## config.mk

```make
export PLATFORM = sky130hd
export DESIGN_NAME = ddc_top
export DESIGN_NICKNAME = d
export VERILOG_FILES = /design/src/ddc_pkg.sv /design/src/ddc_channel.sv /design/src/ddc_top.sv
export SDC_FILE = /design/constraint.sdc
export NUM_CORES = 1
export LEC_CHECK = 0
export ABC_AREA = 1
export BUFFER_PORTS_ARGS = -buffer_cell sky130_fd_sc_hd__buf_2
export CAP_MARGIN = 20
export CORE_UTILIZATION = 51
export CTS_BUF_LIST = sky130_fd_sc_hd__clkbuf_4
export DETAILED_ROUTE_END_ITERATION = 12
export GPL_TIMING_DRIVEN = 0
export PLACE_DENSITY = 0.8
export REMOVE_ABC_BUFFERS = 1
export SYNTH_ARGS = -nofsm -noshare
export SYNTH_HDL_FRONTEND = slang
export SYNTH_SLANG_ARGS = --single-unit
export TNS_END_PERCENT = 30
```

## constraint.sdc

```tcl
create_clock -name i_clk -period 1.1 [get_ports i_clk]
set_clock_uncertainty 0.05 [all_clocks]
set_input_delay 0.11 -clock i_clk [delete_from_list [all_inputs] [get_ports i_clk]]
set_output_delay 0.11 -clock i_clk [all_outputs]
set_load 0.02 [all_outputs]
```

## src/ddc_pkg.sv

```systemverilog
// Package for the two-channel converter control: register map, field layout, reset values
package ddc_pkg;
  localparam int DDC_ADDR_W = 2;
  localparam int DDC_DATA_W = 8;
  localparam logic [1:0] DDC_OFS_CH0_CODE = 2'h0;
  localparam logic [1:0] DDC_OFS_CH1_CODE = 2'h1;
  localparam logic [1:0] DDC_OFS_MODE = 2'h2;
  localparam logic [7:0] DDC_CODE_RST = 8'h00;
  localparam logic [7:0] DDC_MODE_RST = 8'h00;
  localparam logic [7:0] DDC_RD_UNMAPPED = 8'h00;
  localparam int DDC_BIT_EN0 = 0;
  localparam int DDC_BIT_EN1 = 1;
  localparam int DDC_BIT_MSEL0 = 4;
  localparam int DDC_BIT_MSEL1 = 5;
  // Only bits 0, 1, 4 and 5 are implemented; the rest store nothing and read zero
  localparam logic [7:0] DDC_MODE_MASK = 8'h33;
  typedef enum logic {DDC_MODE_NORMAL, DDC_MODE_REALTIME} ddc_mode_e;
endpackage

```

## src/ddc_channel.sv

```systemverilog
// One converter channel: staging and active code registers with trigger-timed update
module ddc_channel
  import ddc_pkg::*;
#(
  parameter int CODE_W = DDC_DATA_W
)
(
  input wire logic i_clk,
  input wire logic i_rst_n,
  input wire logic i_wr,
  input wire logic [CODE_W-1:0] i_wdata,
  input wire logic i_realtime,
  input wire logic i_trig,
  input wire logic i_enable,
  output logic [CODE_W-1:0] o_active,
  output logic [CODE_W-1:0] o_read,
  output logic [CODE_W-1:0] o_code,
  output logic o_code_oe_n
);
  typedef struct packed {
    logic [CODE_W-1:0] staging;
    logic [CODE_W-1:0] active;
  } ddc_ch_s;

  ddc_ch_s st_reg;
  ddc_ch_s st_next;

  ////////////////////////////////////////////////////////////////
  always_comb
  begin
    st_next = st_reg;
    if (i_wr)
    begin
      st_next.staging = i_wdata;
    end
    if (!i_realtime && i_wr)
    begin
      st_next.active = i_wdata;
    end
    else if (i_realtime && i_trig)
    begin
      // Staging does not yet hold a write made this cycle, so the write data is forwarded
      st_next.active = i_wr ? i_wdata : st_reg.staging;
    end
  end

  always_ff @(posedge i_clk)
  begin
    if (!i_rst_n)
    begin
      st_reg.staging <= CODE_W'(DDC_CODE_RST);
      st_reg.active <= CODE_W'(DDC_CODE_RST);
    end
    else
    begin
      st_reg <= st_next;
    end
  end

  ////////////////////////////////////////////////////////////////
  assign o_active = st_reg.active;
  assign o_read = st_reg.active;
  // Ladder sees the active code; Vout = Vref * code / 256
  assign o_code = st_reg.active;
  assign o_code_oe_n = !i_enable;

  AST_RT_HOLD: assert property (@(posedge i_clk) disable iff (!i_rst_n)
    (i_realtime && !i_trig) |=> $stable(st_reg.active))
    else $error("active code moved without trigger in real-time mode");
  AST_NORM_LOAD: assert property (@(posedge i_clk) disable iff (!i_rst_n)
    (!i_realtime && i_wr) |=> (st_reg.active == $past(i_wdata)))
    else $error("normal mode write not applied next cycle");
  AST_TRIG_LOAD: assert property (@(posedge i_clk) disable iff (!i_rst_n)
    (i_realtime && i_trig && !i_wr) |=> (st_reg.active == $past(st_reg.staging)))
    else $error("trigger did not load staged code");
  AST_RT_READ: assert property (@(posedge i_clk) disable iff (!i_rst_n)
    (i_realtime && i_wr && !i_trig) |=> (o_read == $past(st_reg.active)))
    else $error("real-time read returned pending code");
  AST_STAGE: assert property (@(posedge i_clk) disable iff (!i_rst_n)
    i_wr |=> (st_reg.staging == $past(i_wdata)))
    else $error("write not captured in staging");
endmodule

```

## src/ddc_top.sv

```systemverilog
// Top of the two-channel converter control: register port, mode register, trigger sync
// Overview of operation
// - Chip reset clears both 8-bit channel code registers to zero and software writes them whole.
// - Each channel presents its code so the output is the reference times code over 256.
// - In real-time mode a code read before the next trigger returns the previously active value.
// - Chip reset clears the mode register, which takes both single-bit and whole-byte writes.
// - A disabled channel leaves its analog output in high impedance.
// - In real-time mode channel 0 triggers on timer 1 and channel 1 on timer 2.
// - Mode bit 4 selects channel 0 mode and bit 5 channel 1 mode, normal or real-time.
// - Mode bit 0 starts channel 0 conversion and bit 1 starts channel 1.
// - In normal mode an enabled channel drives the new code at once, with no trigger.
// - In real-time mode an enabled channel updates only with its own trigger.
// - Normal mode holds output until a new write; real-time mode holds a write pending for the trigger.
// - There are two independent 8-bit channels, each enabled and moded on its own.
//
// Added by the designer: the register offsets and the plain strobed port.
module ddc_top
  import ddc_pkg::*;
#(
  parameter int CODE_W = DDC_DATA_W
)
(
  input wire logic i_clk,
  input wire logic i_rst_n,
  input wire logic [DDC_ADDR_W-1:0] i_addr,
  input wire logic [DDC_DATA_W-1:0] i_wdata,
  input wire logic i_wr,
  input wire logic i_rd,
  output logic [DDC_DATA_W-1:0] o_rdata,
  input wire logic i_timer1_trigger,
  input wire logic i_timer2_trigger,
  output logic [CODE_W-1:0] o_analog_out_0,
  output logic o_analog_out_0_oe_n,
  output logic [CODE_W-1:0] o_analog_out_1,
  output logic o_analog_out_1_oe_n
);
  typedef struct packed {
    logic [DDC_DATA_W-1:0] mode;
    logic [DDC_DATA_W-1:0] rdata;
    logic [1:0] trig_meta;
    logic [1:0] trig_sync;
    logic [1:0] trig_prev;
  } ddc_top_s;

  ddc_top_s st_reg;
  ddc_top_s st_next;

  logic wr_ch0;
  logic wr_ch1;
  logic [1:0] trig_pulse;
  logic [CODE_W-1:0] rd_ch0;
  logic [CODE_W-1:0] rd_ch1;
  logic [CODE_W-1:0] act_ch0;
  logic [CODE_W-1:0] act_ch1;
  ddc_mode_e mode_ch0;
  ddc_mode_e mode_ch1;

  function automatic logic hit(input logic [DDC_ADDR_W-1:0] a, input logic [1:0] ofs);
    hit = (a == ofs);
  endfunction

  ////////////////////////////////////////////////////////////////
  assign wr_ch0 = i_wr && hit(i_addr, DDC_OFS_CH0_CODE);
  assign wr_ch1 = i_wr && hit(i_addr, DDC_OFS_CH1_CODE);
  // Timer triggers come from elsewhere; rising edge after two flops
  assign trig_pulse = st_reg.trig_sync & ~st_reg.trig_prev;
  assign mode_ch0 = st_reg.mode[DDC_BIT_MSEL0] ? DDC_MODE_REALTIME : DDC_MODE_NORMAL;
  assign mode_ch1 = st_reg.mode[DDC_BIT_MSEL1] ? DDC_MODE_REALTIME : DDC_MODE_NORMAL;

  always_comb
  begin
    st_next = st_reg;
    st_next.trig_meta = {i_timer2_trigger, i_timer1_trigger};
    st_next.trig_sync = st_reg.trig_meta;
    st_next.trig_prev = st_reg.trig_sync;
    if (i_wr && hit(i_addr, DDC_OFS_MODE))
    begin
      // Bit writes arrive as read-modify-write bytes; unused bits never store
      st_next.mode = i_wdata & DDC_MODE_MASK;
    end
    st_next.rdata = DDC_RD_UNMAPPED;
    if (i_rd)
    begin
      if (hit(i_addr, DDC_OFS_CH0_CODE))
      begin
        st_next.rdata = DDC_DATA_W'(rd_ch0);
      end
      else if (hit(i_addr, DDC_OFS_CH1_CODE))
      begin
        st_next.rdata = DDC_DATA_W'(rd_ch1);
      end
      else if (hit(i_addr, DDC_OFS_MODE))
      begin
        st_next.rdata = st_reg.mode;
      end
      else
      begin
        st_next.rdata = DDC_RD_UNMAPPED;
      end
    end
  end

  always_ff @(posedge i_clk)
  begin
    if (!i_rst_n)
    begin
      st_reg.mode <= DDC_MODE_RST;
      st_reg.rdata <= DDC_RD_UNMAPPED;
      st_reg.trig_meta <= 2'h0;
      st_reg.trig_sync <= 2'h0;
      st_reg.trig_prev <= 2'h0;
    end
    else
    begin
      st_reg <= st_next;
    end
  end

  ////////////////////////////////////////////////////////////////
  // Two independent channels
  ddc_channel #(.CODE_W(CODE_W)) u_ch0 (
    .i_clk(i_clk),
    .i_rst_n(i_rst_n),
    .i_wr(wr_ch0),
    .i_wdata(CODE_W'(i_wdata)),
    .i_realtime(mode_ch0 == DDC_MODE_REALTIME),
    .i_trig(trig_pulse[0]),
    .i_enable(st_reg.mode[DDC_BIT_EN0]),
    .o_active(act_ch0),
    .o_read(rd_ch0),
    .o_code(o_analog_out_0),
    .o_code_oe_n(o_analog_out_0_oe_n)
  );

  ddc_channel #(.CODE_W(CODE_W)) u_ch1 (
    .i_clk(i_clk),
    .i_rst_n(i_rst_n),
    .i_wr(wr_ch1),
    .i_wdata(CODE_W'(i_wdata)),
    .i_realtime(mode_ch1 == DDC_MODE_REALTIME),
    .i_trig(trig_pulse[1]),
    .i_enable(st_reg.mode[DDC_BIT_EN1]),
    .o_active(act_ch1),
    .o_read(rd_ch1),
    .o_code(o_analog_out_1),
    .o_code_oe_n(o_analog_out_1_oe_n)
  );

  assign o_rdata = st_reg.rdata;

  ////////////////////////////////////////////////////////////////
  AST_EN0_OE: assert property (@(posedge i_clk) disable iff (!i_rst_n)
    o_analog_out_0_oe_n == !st_reg.mode[DDC_BIT_EN0])
    else $error("channel 0 drive does not follow its enable");
  AST_EN1_WRITE: assert property (@(posedge i_clk) disable iff (!i_rst_n)
    (i_wr && hit(i_addr, DDC_OFS_MODE) && i_wdata[DDC_BIT_EN1]) |=> !o_analog_out_1_oe_n)
    else $error("channel 1 enable write did not start output");
  AST_MODE_RB: assert property (@(posedge i_clk) disable iff (!i_rst_n)
    (i_wr && hit(i_addr, DDC_OFS_MODE)) ##1 (i_rd && hit(i_addr, DDC_OFS_MODE))
      |=> (o_rdata == ($past(i_wdata, 2) & DDC_MODE_MASK)))
    else $error("mode register readback wrong");
  AST_TRIG_LAT: assert property (@(posedge i_clk) disable iff (!i_rst_n)
    ($rose(i_timer1_trigger) ##1 $stable(i_timer1_trigger)) |=> trig_pulse[0])
    else $error("timer 1 trigger not seen in three cycles");
  AST_RT1_HOLD: assert property (@(posedge i_clk) disable iff (!i_rst_n)
    (st_reg.mode[DDC_BIT_MSEL1] && !trig_pulse[1] && !wr_ch1) |=> $stable(o_analog_out_1))
    else $error("channel 1 changed without trigger");
  AST_NORM0: assert property (@(posedge i_clk) disable iff (!i_rst_n)
    (!st_reg.mode[DDC_BIT_MSEL0] && wr_ch0) |=> (o_analog_out_0 == $past(i_wdata)))
    else $error("channel 0 normal write not applied");
  AST_RD0: assert property (@(posedge i_clk) disable iff (!i_rst_n)
    (i_rd && hit(i_addr, DDC_OFS_CH0_CODE)) |=> (o_rdata == $past(act_ch0)))
    else $error("channel 0 read not the active code");
  AST_UNMAP: assert property (@(posedge i_clk) disable iff (!i_rst_n)
    (i_rd && i_addr == 2'h3) |=> (o_rdata == DDC_RD_UNMAPPED))
    else $error("unmapped read not zero");
  AST_TRIG2_LAT: assert property (@(posedge i_clk) disable iff (!i_rst_n)
    ($rose(i_timer2_trigger) ##1 $stable(i_timer2_trigger)) |=> trig_pulse[1])
    else $error("timer 2 trigger not seen in three cycles");
  AST_EN1_OE: assert property (@(posedge i_clk) disable iff (!i_rst_n)
    o_analog_out_1_oe_n == !st_reg.mode[DDC_BIT_EN1])
    else $error("channel 1 drive does not follow its enable");
  AST_EN0_WRITE: assert property (@(posedge i_clk) disable iff (!i_rst_n)
    (i_wr && hit(i_addr, DDC_OFS_MODE) && i_wdata[DDC_BIT_EN0]) |=> !o_analog_out_0_oe_n)
    else $error("channel 0 enable write did not start output");
  AST_RT0_HOLD: assert property (@(posedge i_clk) disable iff (!i_rst_n)
    (st_reg.mode[DDC_BIT_MSEL0] && !trig_pulse[0] && !wr_ch0) |=> $stable(o_analog_out_0))
    else $error("channel 0 changed without trigger");
  AST_NORM1: assert property (@(posedge i_clk) disable iff (!i_rst_n)
    (!st_reg.mode[DDC_BIT_MSEL1] && wr_ch1) |=> (o_analog_out_1 == $past(i_wdata)))
    else $error("channel 1 normal write not applied");
  AST_RD1: assert property (@(posedge i_clk) disable iff (!i_rst_n)
    (i_rd && hit(i_addr, DDC_OFS_CH1_CODE)) |=> (o_rdata == $past(act_ch1)))
    else $error("channel 1 read not the active code");
  AST_RD_IDLE: assert property (@(posedge i_clk) disable iff (!i_rst_n)
    !i_rd |=> (o_rdata == DDC_RD_UNMAPPED))
    else $error("read data stood longer than one cycle");
endmodule

```

==> impl_results.md <==
- Run status: finished, violations left
- Failing checks: negative setup slack
- Worst-path clk slew: 0.14 ns
- Remaining Overflow, GRT: 0
- Final hold viol count: 0
- Critical path class: flop to flop
- First-pass GRT wire length: 7620 um
- Maximum VDD drop: 0.565 mV
- Hold Path Cell Cnt: 4
- Fmax: 883 MHz
- Cells after DPL: approximately 360
- Period minus WS final: 1.13 ns
- P_leak: roughly 1.3 nW
- Worst Setup End Kind: flop
- Pwr/cell area: 1260 nW/um2
- FILL cells: 390
- Nets@finish: 342
- Final Util: 0.625
- P&R area growth vs syn: 15.0%
- Global placement routability congestion: 0.837
- CTS Buf Count: 5
- Antenna cells: 0
- Clk Latency, worst-skew pair: 0.38 ns
- Die W: 68.0 um
- Io pins: 42
- Max Cap Violations: 0
- Setup ws final: -0.0331 ns
- Yosys warning count: 0
- CP arrival: 1.40 ns
- Row count: 23
- CP required: 1.37 ns
- Total iterations of the first detailed-routing run: 5
- Core footprint: 4090 um2
- Effective utilization at floorplan: 0.543
- Top cell type's share of synthesized area: 0.451
- Root Buffer: clkbuf_4
- CTS H-tree depth: 2
- Final antenna-violating net count: 0
- Placed inst area: 2250 um2
- Synth unique cells: 22
- Mapped Cells: 298
- DR vias/cell: 4.88
- Most frequent cells in the layout: nand2_1 (73), dfxtp_1 (36), buf_2 (32)
- DRC Markers: 0
- Port Buffers: 41
- Final worst path period share: 1.03
- # setup viols final: 7
- Yosys reg bits: 50
- CP max FO: 4
- Yosys top cell by area: dfxtp_1
- Vias in the first global route: between 1,500 and 2,000
- Vias: 1,841
- Largest net degree at the start of global routing: 29
- Routed len/inst: roughly 13 um
- Hpwl dp: between 3000 and 4000 um
- Sink Count: 50
- RSZ-0062 raised after global routing: yes
- Synth area leaders: dfxtp_1 (45%), nand2_1 (13%), buf_4 (8.5%)
- Layout cells sized above 1: 0.269
- CTS Buffer Depth: 2
- Die footprint: 4620 um2
- Design area: approximately 2600 um2
- Initial DRC Count: between 100 and 150
- Pins Over Slew Limit: 0
- Sequential-to-total area share from yosys stat: 0.451
- Slew headroom: 0.655
- Post-synth design cell area: roughly 2200 um2
- Die height: 68.0 um
- Synthesized area per cell: 7.45 um2
- Worst-Margin Slew: between 0.5 and 0.6 ns
- CTS tree: yes
- Reg2reg path depth: 5
- HP Class: primary input to flop
- Final non-filler cell total: between 300 and 400
- Tot GR Track Use: 0.227
- Routed WL: 4760 um
- Initial antenna violation count: 0
- Worst setup SP type: flop
- Commonest non-fill, non-tap cell in the layout: nand2_1
-- where the power goes --
group          leakage [nW]  internal (W)  switching, W  total (W)
Clock                0.0277      0.000229      0.000572   0.000801
Combinational         0.869      0.000185      0.000300   0.000485
Sequential            0.414       0.00189     0.0000406    0.00193
Total                  1.31       0.00230      0.000913    0.00322
-- cells in the mapped netlist --
cell / count
nand3_2: 4
buf_4: 25
o211ai_1: 2
inv_2: 2
nand3b_1: 9
clkbuf_1: 3
buf_2: 5
nor2_2: 1
dfxtp_1: 50
a21oi_1: 24
nor2_4: 2
nand4_1: 8
nor3_1: 2
nor2_1: 35
inv_1: 26
o21ai_0: 2
o21ai_1: 6
nand2_2: 1
nand2_1: 75
nand3_1: 14
nand3_4: 1
buf_6: 1
-- area by class of cell --
cell class                 count  area [um2]  area share
sequential                    50        1020       0.400
multi-input combinational    186         928       0.364
timing repair buffer          55         384       0.150
inverter                      28         108      0.0422
tap                           50        62.6      0.0245
clock buffer                   5        37.5      0.0147
clock inverter                 3        11.3     0.00441
-- critical path: stages, from the launching register on --
cell	delay, ns
dfxtp_1	0.32
nand3b_1	0.26
buf_4	0.22
nand3b_1	0.08
nand2_1	0.05
nor2_1	0.10
-- metal layers --
layer | GRT usage | up-vias | routed length (um)
li1 | - | 979 | -
met1 | 0.319 | 797 | 2280
met2 | 0.327 | 56 | 2140
met3 | 0.0600 | 9 | 252
met4 | 0.0911 | 0 | 89
met5 | 0 | - | 0
-- cell families after synthesis --
family | Yosys count | synth area share
simple gates | 152 | 0.317
flops | 50 | 0.451
buf+inv | 62 | 0.153
compound gates | 34 | 0.0789
-- metrics by stage --
step	worst slack (ns)	hold slack (ns)	TNS, ns	power, W
final	-0.0331	0.0664	-0.112	0.00322
after detailed placement	-0.349	0.247	-7.95	0.00237
after global placement	-0.328	0.242	-7.56	0.00237
after global routing	-0.0914	0.0776	-0.735	0.00338
after floorplan	0.0549	0.153	0	0.00221
after CTS	-0.0213	0.0430	-0.0577	0.00321
-- path summary, 6_finish.rpt --
kind | slack (ns) | end | startpoint
setup / recovery | -0.03 | u_ch0.o_active[1] | st_reg[0]
hold / removal | 0.07 | o_rdata[2] | i_addr[1]
setup reg to reg | -0.03 | u_ch0.o_active[1] | st_reg[0]
hold reg to reg | 0.38 | st_next[1] | st_next[3]
-- what timing repair did --
item                                   CTS  global route
hold buffers                            11             0
gates resized for setup                 13            32
endpoints found under the hold margin   20             0
pin swaps                                1             4
setup endpoints to repair               23            32
buffers inserted                         3             0
(Power assumes the default switching activity.)
